===== src/shared/bridge_status_defines.svh =====
// Offsets, field positions, reset values and counts of the bridge status block.
`ifndef BRIDGE_STATUS_DEFINES_SVH
`define BRIDGE_STATUS_DEFINES_SVH
`define ADDR_MEMORY_STATUS 8'h64
`define ADDR_LINK_CONTROL 8'h68
`define ADDR_LINK_STATUS 8'h6C
`define ADDR_ERROR_MASK 8'h70
`define ADDR_DRAM_TIMING 8'h78
`define ADDR_MAPPING_REG 8'h80
`define ADDR_OFFSET_REG 8'h84
`define MS_THR_BIT 16
`define MS_RQD_MSB 15
`define MS_RQD_LSB 11
`define MS_WQD_MSB 10
`define MS_WQD_LSB 6
`define MS_COPY_BIT 5
`define MS_FR_MSB 4
`define MS_FR_LSB 2
`define MS_SFO_BIT 1
`define MS_WP_BIT 0
`define LC_HIGH_MSB 3
`define LC_HIGH_LSB 0
`define PERIOD_RST 6'h0D
`define TRANS_RST 4'h3
`define LOW_RST 4'hB
`define HIGH_RST 4'hD
`define OFFSET_INIT 6'h02
`define MAPPING_INIT 6'h03
`define MAPPING_RST 6'h00
`define OFFSET_RST 6'h00
`define ERROR_MASK_RST 23'h7FEFFF
`define DRT_RST 32'h00000000
`define DRT_WMASK 32'h7FFCFFFF
`define WIN_LAST 4'hF
`define HOLD_MIN_WRITES 4'h4
`define FATAL_MSB 22
`define FATAL_LSB 21
`define ERR_BITS 23
`define LANES 21
`endif


===== src/shared/bridge_status_pkg.sv =====
// Types shared by the bridge status and link control block.
`default_nettype none
package bridge_status_pkg;
	typedef struct packed {
		logic [5:0] period;
		logic [3:0] min_trans;
		logic [3:0] low;
		logic [3:0] high;
	} link_ctrl_s;
	typedef struct packed {
		logic active;
		logic done;
		logic [2:0] rank;
	} sparing_s;
	typedef enum logic [0:0] {
		FLOW_GO = 1'b0,
		FLOW_STOP = 1'b1
	} flow_e;
	typedef logic [7:0][3:0] rank_counts_t;
endpackage
`default_nettype wire


===== src/rtl/memory_bridge_status_link_control.sv =====
// Status, link control and error mask registers of the memory bridge.
`timescale 1ns/10ps
`default_nettype none
`include "bridge_status_defines.svh"
// Operation
// - Threshold flag set on count match, interrupts
// - Report read queue occupancy
// - Report write queue occupancy, zero clears posted
// - Copy flag set at single rank threshold
// - Capture failed rank when copy starts
// - Fail-over flag, interrupt, cleared by sparing disable
// - Writes posted follows nonzero write queue
// - Insert idles after quiet window run
// - Idles follow detection by two windows
// - Lane trained needs programmed transition count
// - Offset write accepted only with init, mapped
// - Mapping write accepted only with init
// - Release flow control at low watermark
// - Hold reads until enough writes issued
// - Stop flow at or above high watermark
// - Link ready reported only when usable
// - Mask bit one disables its error
// - Masked errors reach no status or signal
// - Top two mask bits are fatal errors
// - Masks reset masked except rejected write
// - Fail-over needs exactly one rank at threshold
module memory_bridge_status_link_control (
	input wire logic clk_sys_i,
	input wire logic rstn_i,
	input wire logic [7:0] addr_i,
	input wire logic [31:0] wdata_i,
	input wire logic wr_i,
	input wire logic rd_i,
	output logic [31:0] rdata_o,
	input wire logic [4:0] read_queue_depth_i,
	input wire logic [4:0] write_queue_depth_i,
	input wire logic write_issued_i,
	input wire logic sparing_enable_i,
	input wire logic [3:0] spare_error_threshold_i,
	input wire bridge_status_pkg::rank_counts_t uncorrectable_count_i,
	input wire bridge_status_pkg::rank_counts_t correctable_count_i,
	input wire logic spare_copy_done_i,
	input wire logic link_ready_i,
	input wire logic [20:0] link_out_i,
	input wire logic [22:0] error_event_i,
	output logic [22:0] error_enabled_o,
	output logic fatal_error_o,
	output logic stop_flow_o,
	output logic hold_reads_o,
	output logic insert_idle_o,
	output logic inband_interrupt_o,
	output logic sparing_copy_active_o,
	output logic [2:0] failed_rank_o,
	output logic [31:0] dram_timing_o,
	output logic [5:0] mapping_o,
	output logic [5:0] offset_o
);

	// ************************************************************
	// Register bus decode and software registers
	// ************************************************************
	bridge_status_pkg::link_ctrl_s ctrl_r;
	bridge_status_pkg::sparing_s spare_r;
	bridge_status_pkg::flow_e flow_r;
	bridge_status_pkg::flow_e flow_nxt;
	logic [22:0] mask_r;
	logic [31:0] drt_r;
	logic [5:0] mapping_r;
	logic [5:0] offset_r;
	logic [4:0] rqd_r;
	logic [4:0] wqd_r;
	logic thr_r;
	logic link_ready_r;
	logic irq_r;
	logic [31:0] rdata_r;
	logic [22:0] err_en_r;
	logic fatal_r;

	wire hit_ms = addr_i == `ADDR_MEMORY_STATUS;
	wire hit_lc = addr_i == `ADDR_LINK_CONTROL;
	wire hit_ls = addr_i == `ADDR_LINK_STATUS;
	wire hit_em = addr_i == `ADDR_ERROR_MASK;
	wire hit_dt = addr_i == `ADDR_DRAM_TIMING;
	wire hit_mp = addr_i == `ADDR_MAPPING_REG;
	wire hit_of = addr_i == `ADDR_OFFSET_REG;
	wire wr_lc = wr_i && hit_lc;
	wire wr_em = wr_i && hit_em;
	wire wr_dt = wr_i && hit_dt;
	// A mapping or offset write with any other value is dropped silently.
	wire wr_mp_ok = wr_i && hit_mp && (wdata_i[5:0] == `MAPPING_INIT);
	wire map_ready = mapping_r == `MAPPING_INIT;
	wire wr_of_ok = wr_i && hit_of && map_ready &&
		(wdata_i[5:0] == `OFFSET_INIT);
	wire posted = wqd_r != 5'h00;

	wire [31:0] ms_word = {15'h0000, thr_r, rqd_r, wqd_r, spare_r.active,
		spare_r.rank, spare_r.done, posted};
	wire [31:0] lc_word = {ctrl_r.period, ctrl_r.min_trans, `OFFSET_INIT,
		2'b00, `MAPPING_INIT, ctrl_r.low, ctrl_r.high};
	wire [31:0] ls_word = {31'h00000000, link_ready_r};
	wire [31:0] em_word = {9'h000, mask_r};
	wire [31:0] mp_word = {26'h0000000, mapping_r};
	wire [31:0] of_word = {26'h0000000, offset_r};
	// Unmapped addresses read as zero.
	wire [31:0] rd_mux = hit_ms ? ms_word :
		hit_lc ? lc_word :
		hit_ls ? ls_word :
		hit_em ? em_word :
		hit_dt ? drt_r :
		hit_mp ? mp_word :
		hit_of ? of_word : 32'h00000000;

	always_ff @(posedge clk_sys_i or negedge rstn_i) begin
		if (!rstn_i) begin
			rdata_r <= 32'h00000000;
		end else begin
			rdata_r <= rd_i ? rd_mux : 32'h00000000;
		end
	end

	always_ff @(posedge clk_sys_i or negedge rstn_i) begin
		if (!rstn_i) begin
			ctrl_r <= {`PERIOD_RST, `TRANS_RST, `LOW_RST, `HIGH_RST};
			mask_r <= `ERROR_MASK_RST;
			drt_r <= `DRT_RST;
			mapping_r <= `MAPPING_RST;
			offset_r <= `OFFSET_RST;
		end else begin
			if (wr_lc) begin
				ctrl_r <= {wdata_i[31:22], wdata_i[7:0]};
			end
			if (wr_em) begin
				mask_r <= wdata_i[22:0];
			end
			if (wr_dt) begin
				drt_r <= wdata_i & `DRT_WMASK;
			end
			if (wr_mp_ok) begin
				mapping_r <= wdata_i[5:0];
			end
			if (wr_of_ok) begin
				offset_r <= wdata_i[5:0];
			end
		end
	end

	// ************************************************************
	// Queue depth, link ready and error gating
	// ************************************************************
	wire [22:0] err_gated = error_event_i & ~mask_r;
	wire fatal_now = |err_gated[`FATAL_MSB:`FATAL_LSB];

	always_ff @(posedge clk_sys_i or negedge rstn_i) begin
		if (!rstn_i) begin
			rqd_r <= 5'h00;
			wqd_r <= 5'h00;
			link_ready_r <= 1'b0;
			err_en_r <= 23'h000000;
			fatal_r <= 1'b0;
		end else begin
			rqd_r <= read_queue_depth_i;
			wqd_r <= write_queue_depth_i;
			link_ready_r <= link_ready_i;
			err_en_r <= err_gated;
			fatal_r <= fatal_now;
		end
	end

	// ************************************************************
	// Rank threshold and sparing
	// ************************************************************
	logic [7:0] at_thr;
	logic [2:0] hit_rank;
	genvar gr;
	generate
		for (gr = 0; gr < 8; gr++) begin : g_rank
			assign at_thr[gr] =
				(uncorrectable_count_i[gr] == spare_error_threshold_i) ||
				(correctable_count_i[gr] == spare_error_threshold_i);
		end
	endgenerate

	always_comb begin
		hit_rank = 3'h0;
		for (int i = 0; i < 8; i++) begin
			if (at_thr[i]) begin
				hit_rank = 3'(i);
			end
		end
	end

	// A zero threshold would match every idle counter, so it arms nothing.
	wire thr_armed = spare_error_threshold_i != 4'h0;
	wire thr_now = thr_armed && (|at_thr);
	wire one_rank = thr_armed && $onehot(at_thr);
	wire copy_start = sparing_enable_i && one_rank && !spare_r.active &&
		!spare_r.done;
	wire sfo_set = spare_r.active && spare_copy_done_i;

	always_ff @(posedge clk_sys_i or negedge rstn_i) begin
		if (!rstn_i) begin
			spare_r <= {1'b0, 1'b0, 3'h0};
			thr_r <= 1'b0;
			irq_r <= 1'b0;
		end else begin
			thr_r <= thr_now;
			irq_r <= (thr_now && !thr_r) || sfo_set;
			if (copy_start) begin
				spare_r.active <= 1'b1;
				spare_r.rank <= hit_rank;
			end else if (sfo_set || !sparing_enable_i) begin
				spare_r.active <= 1'b0;
			end
			// Set wins over the sparing-disable clear.
			if (sfo_set) begin
				spare_r.done <= 1'b1;
			end else if (!sparing_enable_i) begin
				spare_r.done <= 1'b0;
			end
		end
	end

	// ************************************************************
	// Link idle training
	// ************************************************************
	logic [3:0] win_bit_r;
	logic [20:0] prev_r;
	logic [20:0] lane_due;
	logic [1:0] pend_r;
	logic ins_r;
	wire win_end = win_bit_r == `WIN_LAST;
	wire detect = win_end && (|lane_due);
	genvar gl;
	generate
		for (gl = 0; gl < `LANES; gl++) begin : g_lane
			logic [4:0] trans_r;
			logic [5:0] quiet_r;
			wire edge_now = link_out_i[gl] ^ prev_r[gl];
			wire [4:0] trans_now = 5'(trans_r + {4'h0, edge_now});
			wire bad = trans_now < {1'b0, ctrl_r.min_trans};
			wire [5:0] quiet_now = bad ? 6'(quiet_r + 6'h01) : 6'h00;
			assign lane_due[gl] = bad && (ctrl_r.period != 6'h00) &&
				(quiet_now >= ctrl_r.period);
			always_ff @(posedge clk_sys_i or negedge rstn_i) begin
				if (!rstn_i) begin
					trans_r <= 5'h00;
					quiet_r <= 6'h00;
				end else if (win_end) begin
					trans_r <= 5'h00;
					quiet_r <= detect ? 6'h00 : quiet_now;
				end else begin
					trans_r <= trans_now;
				end
			end
		end
	endgenerate

	// Two window ends pass between detection and the idle request.
	always_ff @(posedge clk_sys_i or negedge rstn_i) begin
		if (!rstn_i) begin
			win_bit_r <= 4'h0;
			prev_r <= 21'h000000;
			pend_r <= 2'b00;
			ins_r <= 1'b0;
		end else begin
			win_bit_r <= 4'(win_bit_r + 4'h1);
			prev_r <= link_out_i;
			if (win_end) begin
				pend_r <= {pend_r[0], detect};
			end
			ins_r <= win_end && pend_r[1];
		end
	end

	// ************************************************************
	// Write post queue flow control
	// ************************************************************
	logic hold_r;
	logic [3:0] issued_r;
	wire at_high = write_queue_depth_i >= {1'b0, ctrl_r.high};
	wire at_low = write_queue_depth_i <= {1'b0, ctrl_r.low};
	wire [3:0] need = (ctrl_r.high < `HOLD_MIN_WRITES) ?
		ctrl_r.high : `HOLD_MIN_WRITES;
	wire [3:0] issued_now = 4'(issued_r + {3'h0, write_issued_i});

	always_comb begin
		flow_nxt = flow_r;
		case (flow_r)
			bridge_status_pkg::FLOW_GO: begin
				if (at_high) begin
					flow_nxt = bridge_status_pkg::FLOW_STOP;
				end
			end
			bridge_status_pkg::FLOW_STOP: begin
				if (at_low) begin
					flow_nxt = bridge_status_pkg::FLOW_GO;
				end
			end
			default: begin
				flow_nxt = bridge_status_pkg::FLOW_GO;
			end
		endcase
	end

	wire hold_start = (flow_r == bridge_status_pkg::FLOW_GO) && at_high &&
		(need != 4'h0);

	always_ff @(posedge clk_sys_i or negedge rstn_i) begin
		if (!rstn_i) begin
			flow_r <= bridge_status_pkg::FLOW_GO;
			hold_r <= 1'b0;
			issued_r <= 4'h0;
		end else begin
			flow_r <= flow_nxt;
			if (hold_start) begin
				hold_r <= 1'b1;
				issued_r <= 4'h0;
			end else if (hold_r) begin
				issued_r <= issued_now;
				if (issued_now >= need) begin
					hold_r <= 1'b0;
				end
			end
		end
	end

	// ************************************************************
	// Outputs
	// ************************************************************
	assign rdata_o = rdata_r;
	assign error_enabled_o = err_en_r;
	assign fatal_error_o = fatal_r;
	assign stop_flow_o = flow_r == bridge_status_pkg::FLOW_STOP;
	assign hold_reads_o = hold_r;
	assign insert_idle_o = ins_r;
	assign inband_interrupt_o = irq_r;
	assign sparing_copy_active_o = spare_r.active;
	assign failed_rank_o = spare_r.rank;
	assign dram_timing_o = drt_r;
	assign mapping_o = mapping_r;
	assign offset_o = offset_r;
endmodule
`default_nettype wire


===== config.mk =====
export PLATFORM = sky130hd
export DESIGN_NAME = memory_bridge_status_link_control
export DESIGN_NICKNAME = d
export VERILOG_FILES = /design/src/shared/bridge_status_pkg.sv /design/src/rtl/memory_bridge_status_link_control.sv
export VERILOG_INCLUDE_DIRS = /design/src /design/src/shared
export SDC_FILE = /design/constraint.sdc
export NUM_CORES = 1
export LEC_CHECK = 0
export CAP_MARGIN = 20
export CORE_MARGIN = 10
export CORE_UTILIZATION = 45
export DETAILED_ROUTE_END_ITERATION = 10
export DONT_BUFFER_PORTS = 1
export PLACE_DENSITY = 0.59
export SLEW_MARGIN = 20
export SYNTH_ARGS = -nofsm -noshare
export SYNTH_HDL_FRONTEND = slang
export SYNTH_SLANG_ARGS = --single-unit

===== constraint.sdc =====
create_clock -name clk_sys_i -period 4.2 [get_ports clk_sys_i]
set_input_delay 0 -clock clk_sys_i [delete_from_list [all_inputs] [get_ports clk_sys_i]]
set_output_delay 0 -clock clk_sys_i [all_outputs]
set_load 0.01 [all_outputs]

==> impl_metrics.yaml, run 1 <==
status:
  outcome: "finished, violations left"
  failed_checks: "hold timing, slew limit, setup timing"
clocking:
  ctsHoldBuffers: 131
  cts.sinks: 421
  clockRootBuffer: "clkbuf_16"
  cts_tree: "built"
  worstSkewPairLatency_ns: 0.60
  clk_pin_slew_ns: 0.06
  numCtsBuffers: 47
  cts_max_level: 2
  cts_buffer_depth: 3
synth:
  seq_area_frac_synth_pct: 43.7
  ys_types: 59
  synth_flop_cell: "dfrtp_1"
  synth.ff_latch_count: 421
  yosysWarnings: 0
  async_flop_share_pct: 100
  syn_inst: 2385
  synth_edf_count: 0
  syn-cell-area_sq_mm: 0.0242
  avgSynthCellArea_sq_um: 10.1
worst_setup_path:
  end_kind: "register"
  cp.arrival_ns: 4.71
  startpoint_type: "register"
  path_max_fanout: 6
  path_class: "register to register"
  cp.required_ns: 4.70
cells_and_area:
  drive_gt1_share_pct: 25.0
  layout_commonest_cell: "dfrtp_1"
  final_util_pct: 58.4
  nets: 3057
  areaGrowthSynthToFinish_pct: 27.5
  layout_common_cells: "388 x dfrtp_1, 204 x nor2_1, 200 x ha_1"
sta:
  relSlewSlack_pct: -7.89
  grt_setup_unrepaired: "true"
  worstMarginPinSlew_ns: 1.62
  fmax_mhz: 238
  finalCritPeriodShare_pct: 100
  setup_slack_ns: -0.00334
  layout_min_cycle_time_ns: 4.20
  hold_viol_final: 407
  finalSetupViolations: 8
  maxSlewViolCount: 118
  skew_ns: 0.0277
  worst_hold_slack_ns: -0.900
die:
  rows: 84
  core_sq_mm: 0.0529
  die_w_um: 252
  io_pins: 278
  dieHeight_um: 252
  start_util_pct: 45.8
  dieArea_sq_mm: 0.0635
global_routing:
  grt_first_pass_wirelength_um: 104000
  antenna_found_initial: 4
  grt_max_degree: 422
  grt.total_usage_pct: 20.0
  overflow: 0
  grt_pass1_vias: 19100
power:
  peakVddDrop_uv: 490
  p_leak_uw: 0.0135
  p_per_area_mw_per_mm2: 375
detailed_routing:
  wl_per_cell_um: 19.4
  wirelength_um: 64900
  first_pass_iters: 5
  drt_iter0_markers: 871
  drc_errors: 0
  ant_nets: 0
  viasPerCell: 5.42
  num_vias: 18100
place:
  place_hpwl_um: 40800
  io_buffers: 0
  routabilityCongestion: 0.822
hold_path:
  min_path_type: "primary input to async pin"
job:
  maxCapViolCount: 0
==> cell type report <==
class                           count  area [sq um]
Clock buffer                       67          1370
Sequential cell                   421         10600
Multi-Input combinational cell   1801         14700
Antenna cell                        4          10.0
Clock inverter                     20           310
Timing Repair Buffer              269          2770
Inverter                           72           270
Fill cell                        4321         22000
Tap cell                          688           861
==> cells in the mapped netlist (all sizes together), types with 23 or more instances <==
| cell type | n | area share, % |
|---|---|---|
| xnor2 | 101 | 3.7 |
| nor2 | 262 | 4.2 |
| or2 | 26 | 0.67 |
| nand3 | 90 | 1.9 |
| nor2b | 49 | 1.3 |
| a21oi | 151 | 3.1 |
| ha | 271 | 14 |
| nand2b | 24 | 0.63 |
| buf | 37 | 1.0 |
| nand2 | 185 | 2.9 |
| and2 | 91 | 2.4 |
| dfstp | 33 | 3.6 |
| xor2 | 137 | 5.0 |
| and3 | 23 | 0.59 |
| a211oi | 36 | 1.3 |
| inv | 71 | 1.1 |
| dfrtp | 388 | 40 |
| o21ai | 67 | 1.4 |
| clkbuf | 56 | 0.87 |
| mux2 | 74 | 3.4 |
| nor3 | 44 | 0.93 |
==> power breakdown <==
part / total (uW) / internal (uW) / leakage, uW / switching, uW
registers: 4650 / 4360 / 0.00553 / 290
clock network: 4420 / 2660 / 0.000813 / 1760
logic: 2520 / 1300 / 0.00720 / 1210
total: 11600 / 8320 / 0.0135 / 3260
==> per-layer routing <==
layer / share of wire [%] / wire length, um / vias up / GRT usage (%)
met1: 40 / 26200 / 8952 / 23.7
met5: 0 / 0 / - / 0
met2: 51 / 33100 / 369 / 35.7
met4: 2.3 / 1460 / 0 / 4.76
li1: - / - / 8690 / -
met3: 6.4 / 4130 / 110 / 5.20
==> metrics by stage <==
step / area (sq um) / TNS [ns] / total power, uW / setup WS [ns] / instances
after global placement: 25400 / -13.54 / 6510 / -0.215 / 3070
after floorplan: 24300 / 0 / 6000 / 0.00129 / 2387
after detailed placement: 25400 / -22.82 / 6580 / -0.350 / 3070
final: 30900 / -0.0114 / 11600 / -0.00334 / 3342
after global routing: 30900 / -14.04 / 12200 / -0.194 / 3342
after CTS: 29600 / -0.635 / 11400 / -0.0316 / 3321
==> flip-flops by register name, indices dropped and copies added, names as in the netlist, 5 cells and up <==
| register | count |
|---|---|
| ctrl_r | 18 |
| dram_timing_o | 29 |
| error_enabled_o | 23 |
| g_lane.quiet_r | 126 |
| g_lane.trans_r | 105 |
| mapping_o | 6 |
| mask_r | 23 |
| offset_o | 6 |
| prev_r | 21 |
| rdata_o | 32 |
| rqd_r | 5 |
| wqd_r | 5 |
==> worst paths after layout <==
kind                                            start                                 to  slack, ns  cells after the start
setup / recovery                 prev_r[12]$_DFF_PN0_   g_lane[8].quiet_r[5]$_DFFE_PN0N_     -0.003                     23
min in group clk_sys_i     spare_error_threshold_i[2]       failed_rank_o[2]$_DFFE_PN0P_       0.02                      4
hold reg to reg                win_bit_r[0]$_DFF_PN0_             win_bit_r[0]$_DFF_PN0_       0.46                      1
hold / removal                                 rstn_i    g_lane[15].trans_r[0]$_DFF_PN0_      -0.90                      0
setup reg to reg                 prev_r[12]$_DFF_PN0_   g_lane[8].quiet_r[5]$_DFFE_PN0N_     -0.003                     23
max in group asynchronous                      rstn_i  g_lane[10].quiet_r[3]$_DFFE_PN0N_       3.78                      0
==> kinds of logic after synthesis <==
group           share of synthesized area, %
fa+ha+maj                               14.3
simple gates                            16.4
buf+inv                                 3.00
compound gates                          9.64
mux                                     4.23
flops                                   43.7
other cells                           0.0310
xor+xnor                                8.61
==> critical path, stage by stage (launching register included) <==
cell       delay [ns]
dfrtp_1          0.37
xor2_1           0.14
ha_2             0.23
buf_6            0.11
nand3_4          0.07
xnor2_2          0.15
ha_1             0.30
o21ai_2          0.08
o211ai_4         0.28
buf_6            0.14
buf_4            0.09
nor2_1           0.04
ha_1             0.18
a21oi_1          0.14
o21ai_1          0.10
a31oi_2          0.20
nor3_2           0.09
nor4_2           0.37
buf_4            0.19
o2111ai_4        0.11
o21a_4           0.30
buf_12           0.18
buf_16           0.15
a21oi_2          0.09
==> timing repair <==
item	4_1_cts	5_1_grt
endpoints found under the setup margin	127	127
hold endpoints to repair	632	421
resized for setup	183	217
buffers inserted	24	21
pin swaps	90	123
cloned	10	0
No activity file was read; power rests on OpenSTA's default activity.
==> run 2, diff against run 1 <==
- SETUP_SLACK_MARGIN: not set -> 0.15
==> run 2 against run 1 <==
  * The flow finishes with violations (hold timing, setup timing)
  * Combinational power down 15%
  * Via count fell by 1.4%
  * First-iteration DRC count rose by 20%
  * Critical path depth fell by 4
  * Sequential cell count unchanged
  * Cell area fell by 6.3%
==> impl_metrics.yaml, run 2 (synthesis results as in run 1) <==
sta:
  fmax_mhz: 234
  setup_slack_ns: -0.0775
  worst_hold_slack_ns: -0.894
  hold_viol_final: 421
  grt_setup_unrepaired: "true"
  finalCritPeriodShare_pct: 102
  fin_tns_setup_ns: -2.25
  finalSetupViolations: 44
  layout_min_cycle_time_ns: 4.28
  maxSlewViolCount: 0
  relSlewSlack_pct: 11.0
  worstMarginPinSlew_ns: 1.34
  skew_ns: 0.0208
cells_and_area:
  n_fill_cell: 4572
  design_area_sq_mm: 0.0289
  layout_common_cells: "388 x dfrtp_1, 260 x ha_1, 249 x nor2_1"
  drive_gt1_share_pct: 16.7
  largest_register_ff_count: 126
  top_register: "g_lane.quiet_r"
  nets: 3024
  final_cells: 3306
  regArea_sq_mm: 0.0106
  multi_input_area_sq_mm: 0.0134
  layout_commonest_cell: "dfrtp_1"
  areaGrowthSynthToFinish_pct: 19.5
clocking:
  cts.sinks: 421
  clockRootBuffer: "clkbuf_16"
  cts_tree: "built"
  ctsHoldBuffers: 133
  cts_max_level: 2
  clk_pin_slew_ns: 0.06
  cts_buffer_depth: 3
  numCtsBuffers: 46
  worstSkewPairLatency_ns: 0.61
power:
  pwr-share-comb_pct: 19.7
  swShare_pct: 28.4
  peakVddDrop_uv: 294
  p_int_uw: 7720
  p_per_area_mw_per_mm2: 373
  p_seq_share_pct: 43.1
  p_sw_uw: 3070
  clockPowerShare_pct: 37.1
  p_leak_uw: 0.0132
detailed_routing:
  wirelength_um: 62000
  drc_errors: 0
  first_pass_iters: 5
  ant_nets: 0
  viasPerCell: 5.41
  num_vias: 17900
  wl_per_cell_um: 18.8
  drt_iter0_markers: 1041
worst_setup_path:
  path_max_fanout: 14
  cp.arrival_ns: 4.80
  crit_path_frequent_cell: "a21oi_1"
  path_cells: "xor2_1, ha_2, ha_4, xor2_2, ha_1, o21ai_1, a21oi_1, or3_4, or2_4, ha_4, or3b_4, o211ai_1, a21oi_1, nor3_1, o32a_1, nand4_1, o21a_4, bufbuf_16, a21oi_1"
  startpoint_type: "register"
  cp.required_ns: 4.73
  slowest_delay_ns: 0.38
  cpMaxStageDelayCell: "or3_4"
  crit_family: "simple AND/OR/NAND/NOR gates"
  path_class: "register to register"
  end_kind: "register"
  crit_buf_inv: 1
die:
  die_w_um: 252
  core_sq_mm: 0.0529
  dieArea_sq_mm: 0.0635
  start_util_pct: 45.8
  rows: 84
  dieHeight_um: 252
  io_pins: 278
global_routing:
  grt_first_pass_wirelength_um: 100000
  overflow: 0
  grt.total_usage_pct: 19.4
  grt_pass1_vias: 18800
  grt_max_degree: 422
  antenna_found_initial: 2
hold_path:
  min_path_type: "primary input to async pin"
place:
  routabilityCongestion: 0.827
  io_buffers: 0
  dp_cells: 3072
  place_hpwl_um: 40800
  postPlaceCellArea_sq_mm: 0.0255
  dp_slack_ns: -0.277
status:
  failed_checks: "hold timing, setup timing"
  outcome: "finished, violations left"
job:
  maxCapViolCount: 0
run 2: changes by cell type in the layout (fill, tap and decap cells not counted), moves of 14 or more:
cell / delta
ha_1: +60
xor2_1: +16
ha_2: -28
buf_6: -15
nor2_4: -28
nor2_2: -17
a21oi_1: +15
o21ai_0: +18
ha_4: -32
a21oi_2: -14
nor2_1: +45
run 2: metrics by stage:
| step | utilization (%) | total power [uW] |
|---|---|---|
| finish | 54.7 | 10800 |
| global placement | 48.2 | 6540 |
| detailed placement | 48.2 | 6630 |
| global route | 54.7 | 11400 |
| CTS | 54.2 | 10900 |
| floorplan | - | 6010 |
run 2: power groups by stage:
stage                     sequential [uW]  combinational (uW)  clock [uW]
after floorplan                      4600                1410           0
after global placement               4710                1840           0
after detailed placement             4720                1910           0
after CTS                            4650                2120        4130
after global routing                 4690                2440        4290
final                                4650                2130        4010
run 2: layout make-up:
| type | instances | share of cell area, % |
|---|---|---|
| clock buffer | 76 | 4.68 |
| clock inverter | 10 | 0.498 |
| tap | 688 | 2.98 |
| timing repair buffer | 237 | 7.98 |
| multi-input combinational | 1801 | 46.3 |
| sequential | 421 | 36.6 |
| antenna | 1 | 0.00866 |
| inverter | 72 | 0.935 |
run 2: path summary, 6_finish.rpt:
check,from,to,slack (ns),cells past startpoint
max in group asynchronous,rstn_i,g_lane[4].quiet_r[0]$_DFFE_PN0N_,4.10,0
min in group clk_sys_i,link_out_i[6],prev_r[6]$_DFF_PN0_,0.02,1
min,rstn_i,g_lane[17].trans_r[2]$_DFF_PN0_,-0.89,0
min reg2reg,win_bit_r[0]$_DFF_PN0_,win_bit_r[0]$_DFF_PN0_,0.45,1
max reg2reg,prev_r[7]$_DFF_PN0_,g_lane[6].quiet_r[3]$_DFFE_PN0N_,-0.08,19
max,prev_r[7]$_DFF_PN0_,g_lane[6].quiet_r[3]$_DFFE_PN0N_,-0.08,19
run 2: repair_timing:
action	CTS	global route
gates cloned	2	0
endpoints found under the setup margin	127	127
resized for setup	40	63
endpoints found under the hold margin	646	421
pin swaps	17	5
setup buffers	8	4
run 2: metal layers:
metal | up-vias | GRT usage, % | share of wire (%)
met1 | 8826 | 23.0 | 42
li1 | 8599 | - | -
met4 | 2 | 6.25 | 2.5
met2 | 361 | 33.6 | 50
met5 | - | 0 | 0.015
met3 | 83 | 5.16 | 6.1
==> run 3, diff against run 2 <==
==> constraint.sdc (replaced) <==
create_clock -name clk_sys_i -period 4.2 [get_ports clk_sys_i]
set_input_delay 0.63 -clock clk_sys_i [delete_from_list [all_inputs] [get_ports clk_sys_i]]
set_output_delay 0.63 -clock clk_sys_i [all_outputs]
set_load 0.01 [all_outputs]
==> run 3 against run 2 <==
  * The run ends with hold timing, slew limit, setup timing left
  * Cell count shrank 1.3%
  * Via count shrank 1.5%
  * Core utilization grew 0.58 points
  * Largest cell class unchanged
  * Register-to-register slack lost 0.06 ns
  * Critical path depth grew 1
  * Sequential power is essentially flat
  * Critical path type unchanged
  * Clock power grew 5.7%
  * Worst setup slack lost 0.056 ns
  * Cell area grew 1.1%
  * Wire length grew 2.8%
  * Sequential cell count is the same
==> impl_metrics.yaml, run 3 (synthesis results as in run 1) <==
status:
  outcome: "finished, violations left"
  failed_checks: "hold timing, slew limit, setup timing"
clocking:
  cts.sinks: 421
  numCtsBuffers: 47
  worstSkewPairLatency_ns: 0.60
  cts_max_level: 2
  cts_tree: "built"
  cts_buffer_depth: 3
  clk_pin_slew_ns: 0.06
  clockRootBuffer: "clkbuf_16"
worst_setup_path:
  r2r_slack_ns: -0.13
  cp.required_ns: 4.69
  path_class: "register to register"
  startpoint_type: "register"
  worstReg2RegEnd: "g_lane[16].quiet_r[0]$_DFFE_PN0N_"
  ff2ff_path_depth: 20
  path_max_fanout: 6
  cp.arrival_ns: 4.83
  r2r_start: "prev_r[7]$_DFF_PN0_"
  startpoint: "prev_r[7]$_DFF_PN0_"
  end_kind: "register"
sta:
  setup_slack_ns: -0.134
  skew_ns: 0.0205
  grt_setup_unrepaired: "true"
  fmax_mhz: 231
  finalSetupViolations: 110
  finalCritPeriodShare_pct: 103
  fin_tns_setup_ns: -6.08
  relSlewSlack_pct: -16.3
  maxSlewViolCount: 168
  layout_min_cycle_time_ns: 4.33
  hold_viol_final: 199
  worst_hold_slack_ns: -0.261
  worstMarginPinSlew_ns: 1.74
die:
  io_pins: 278
  dieArea_sq_mm: 0.0635
  dieHeight_um: 252
  rows: 84
  die_w_um: 252
  core_sq_mm: 0.0529
  start_util_pct: 45.8
detailed_routing:
  wl_per_cell_um: 19.5
  first_pass_iters: 5
  drt_iter0_markers: 912
  num_vias: 17600
  ant_nets: 0
  wirelength_um: 63800
  drc_errors: 0
  viasPerCell: 5.39
place:
  place_hpwl_um: 43800
  routabilityCongestion: 0.849
  io_buffers: 0
  postPlaceCellArea_sq_mm: 0.0264
power:
  peakVddDrop_uv: 286
  total_power_uw: 11100
  p_leak_uw: 0.0132
  p_per_area_mw_per_mm2: 381
cells_and_area:
  top_register: "g_lane.quiet_r"
  nets: 2983
  largest_register_ff_count: 126
  areaGrowthSynthToFinish_pct: 20.7
  layout_common_cells: "388 x dfrtp_1, 243 x ha_1, 236 x nor2_1"
  drive_gt1_share_pct: 24.6
  layout_commonest_cell: "dfrtp_1"
  final_util_pct: 55.3
  design_area_sq_mm: 0.0292
job:
  maxCapViolCount: 0
hold_path:
  min_path_type: "primary input to async pin"
global_routing:
  overflow: 0
  grt_max_degree: 422
  antenna_found_initial: 1
  grt_first_pass_wirelength_um: 100000
  grt.total_usage_pct: 19.8
  grt_pass1_vias: 18400
==> run 3: cell count changes in the layout (fill, tap and decap cells not counted), moves of 9 or more <==
cell,change
buf_4,+73
dlygate4sd3_1,-132
a21oi_1,-41
clkbuf_16,+9
xor2_2,+11
xor2_1,-13
a21oi_2,+38
clkbuf_1,-9
ha_1,-17
o21ai_2,+9
nor2_1,-13
ha_2,+10
==> run 3: worst max path at each step <==
stage	end	slack [ns]	cells after the start
finish	g_lane[16].quiet_r[0]$_DFFE_PN0N_	-0.13	20
global route	g_lane[16].quiet_r[0]$_DFFE_PN0N_	-0.31	23
CTS	pend_r[0]$_DFFE_PN0N_	-0.09	19
detailed placement	failed_rank_o[0]$_DFFE_PN0P_	-0.50	13
global placement	failed_rank_o[1]$_DFFE_PN0P_	-0.42	13
floorplan	failed_rank_o[0]$_DFFE_PN0P_	-0.57	14
==> run 3: metrics by stage <==
stage,instances,worst slack (ns)
after floorplan,2387,-0.569
after global placement,3141,-0.424
after detailed placement,3141,-0.495
after CTS,3240,-0.0892
after global routing,3262,-0.314
final,3263,-0.134
==> run 3: where the power goes <==
part / internal, uW / switching [uW]
clock: 2520 / 1720
sequential: 4360 / 287
combinational: 1160 / 1080
total: 8030 / 3090
==> run 3: cell type report <==
| cell class | instances | area, sq um |
|---|---|---|
| Timing Repair Buffer | 193 | 1870 |
| Clock buffer | 72 | 1420 |
| Clock inverter | 13 | 159 |
| Tap cell | 688 | 861 |
| Antenna cell | 1 | 2.50 |
| Inverter | 72 | 270 |
| Multi-Input combinational cell | 1803 | 14100 |
| Fill cell | 4567 | 23600 |
| Sequential cell | 421 | 10600 |
==> run 3: layer usage <==
| layer | global-route usage [%] | up-vias | part of all wire [%] |
|---|---|---|---|
| met5 | 0 | - | 0 |
| met3 | 6.63 | 100 | 7.4 |
| met4 | 6.21 | 0 | 2.9 |
| met1 | 22.7 | 8607 | 41 |
| li1 | - | 8521 | - |
| met2 | 34.2 | 370 | 49 |
==> run 3: repair_timing <==
| action | CTS | global route |
|---|---|---|
| hold endpoints to repair | 396 | 390 |
| pin swaps | 18 | 62 |
| cloned | 5 | 7 |
| endpoints found under the setup margin | 129 | 130 |
| gates resized for setup | 47 | 114 |
| buffers inserted | 9 | 15 |
==> run 3: critical path: stages (launching register included) <==
cell and delay (ns):
dfrtp_1 0.37, xor2_1 0.19, ha_2 0.24, ha_4 0.17
xor2_4 0.19, ha_4 0.23, o21ai_2 0.12, a21oi_2 0.04
or3_4 0.38, or2_4 0.25, ha_4 0.20, or3b_4 0.38
o211ai_1 0.09, a21oi_1 0.09, nor3_1 0.20, o32a_1 0.19
nand4_1 0.10, buf_6 0.15, o21a_4 0.32, buf_16 0.19
a211oi_4 0.16
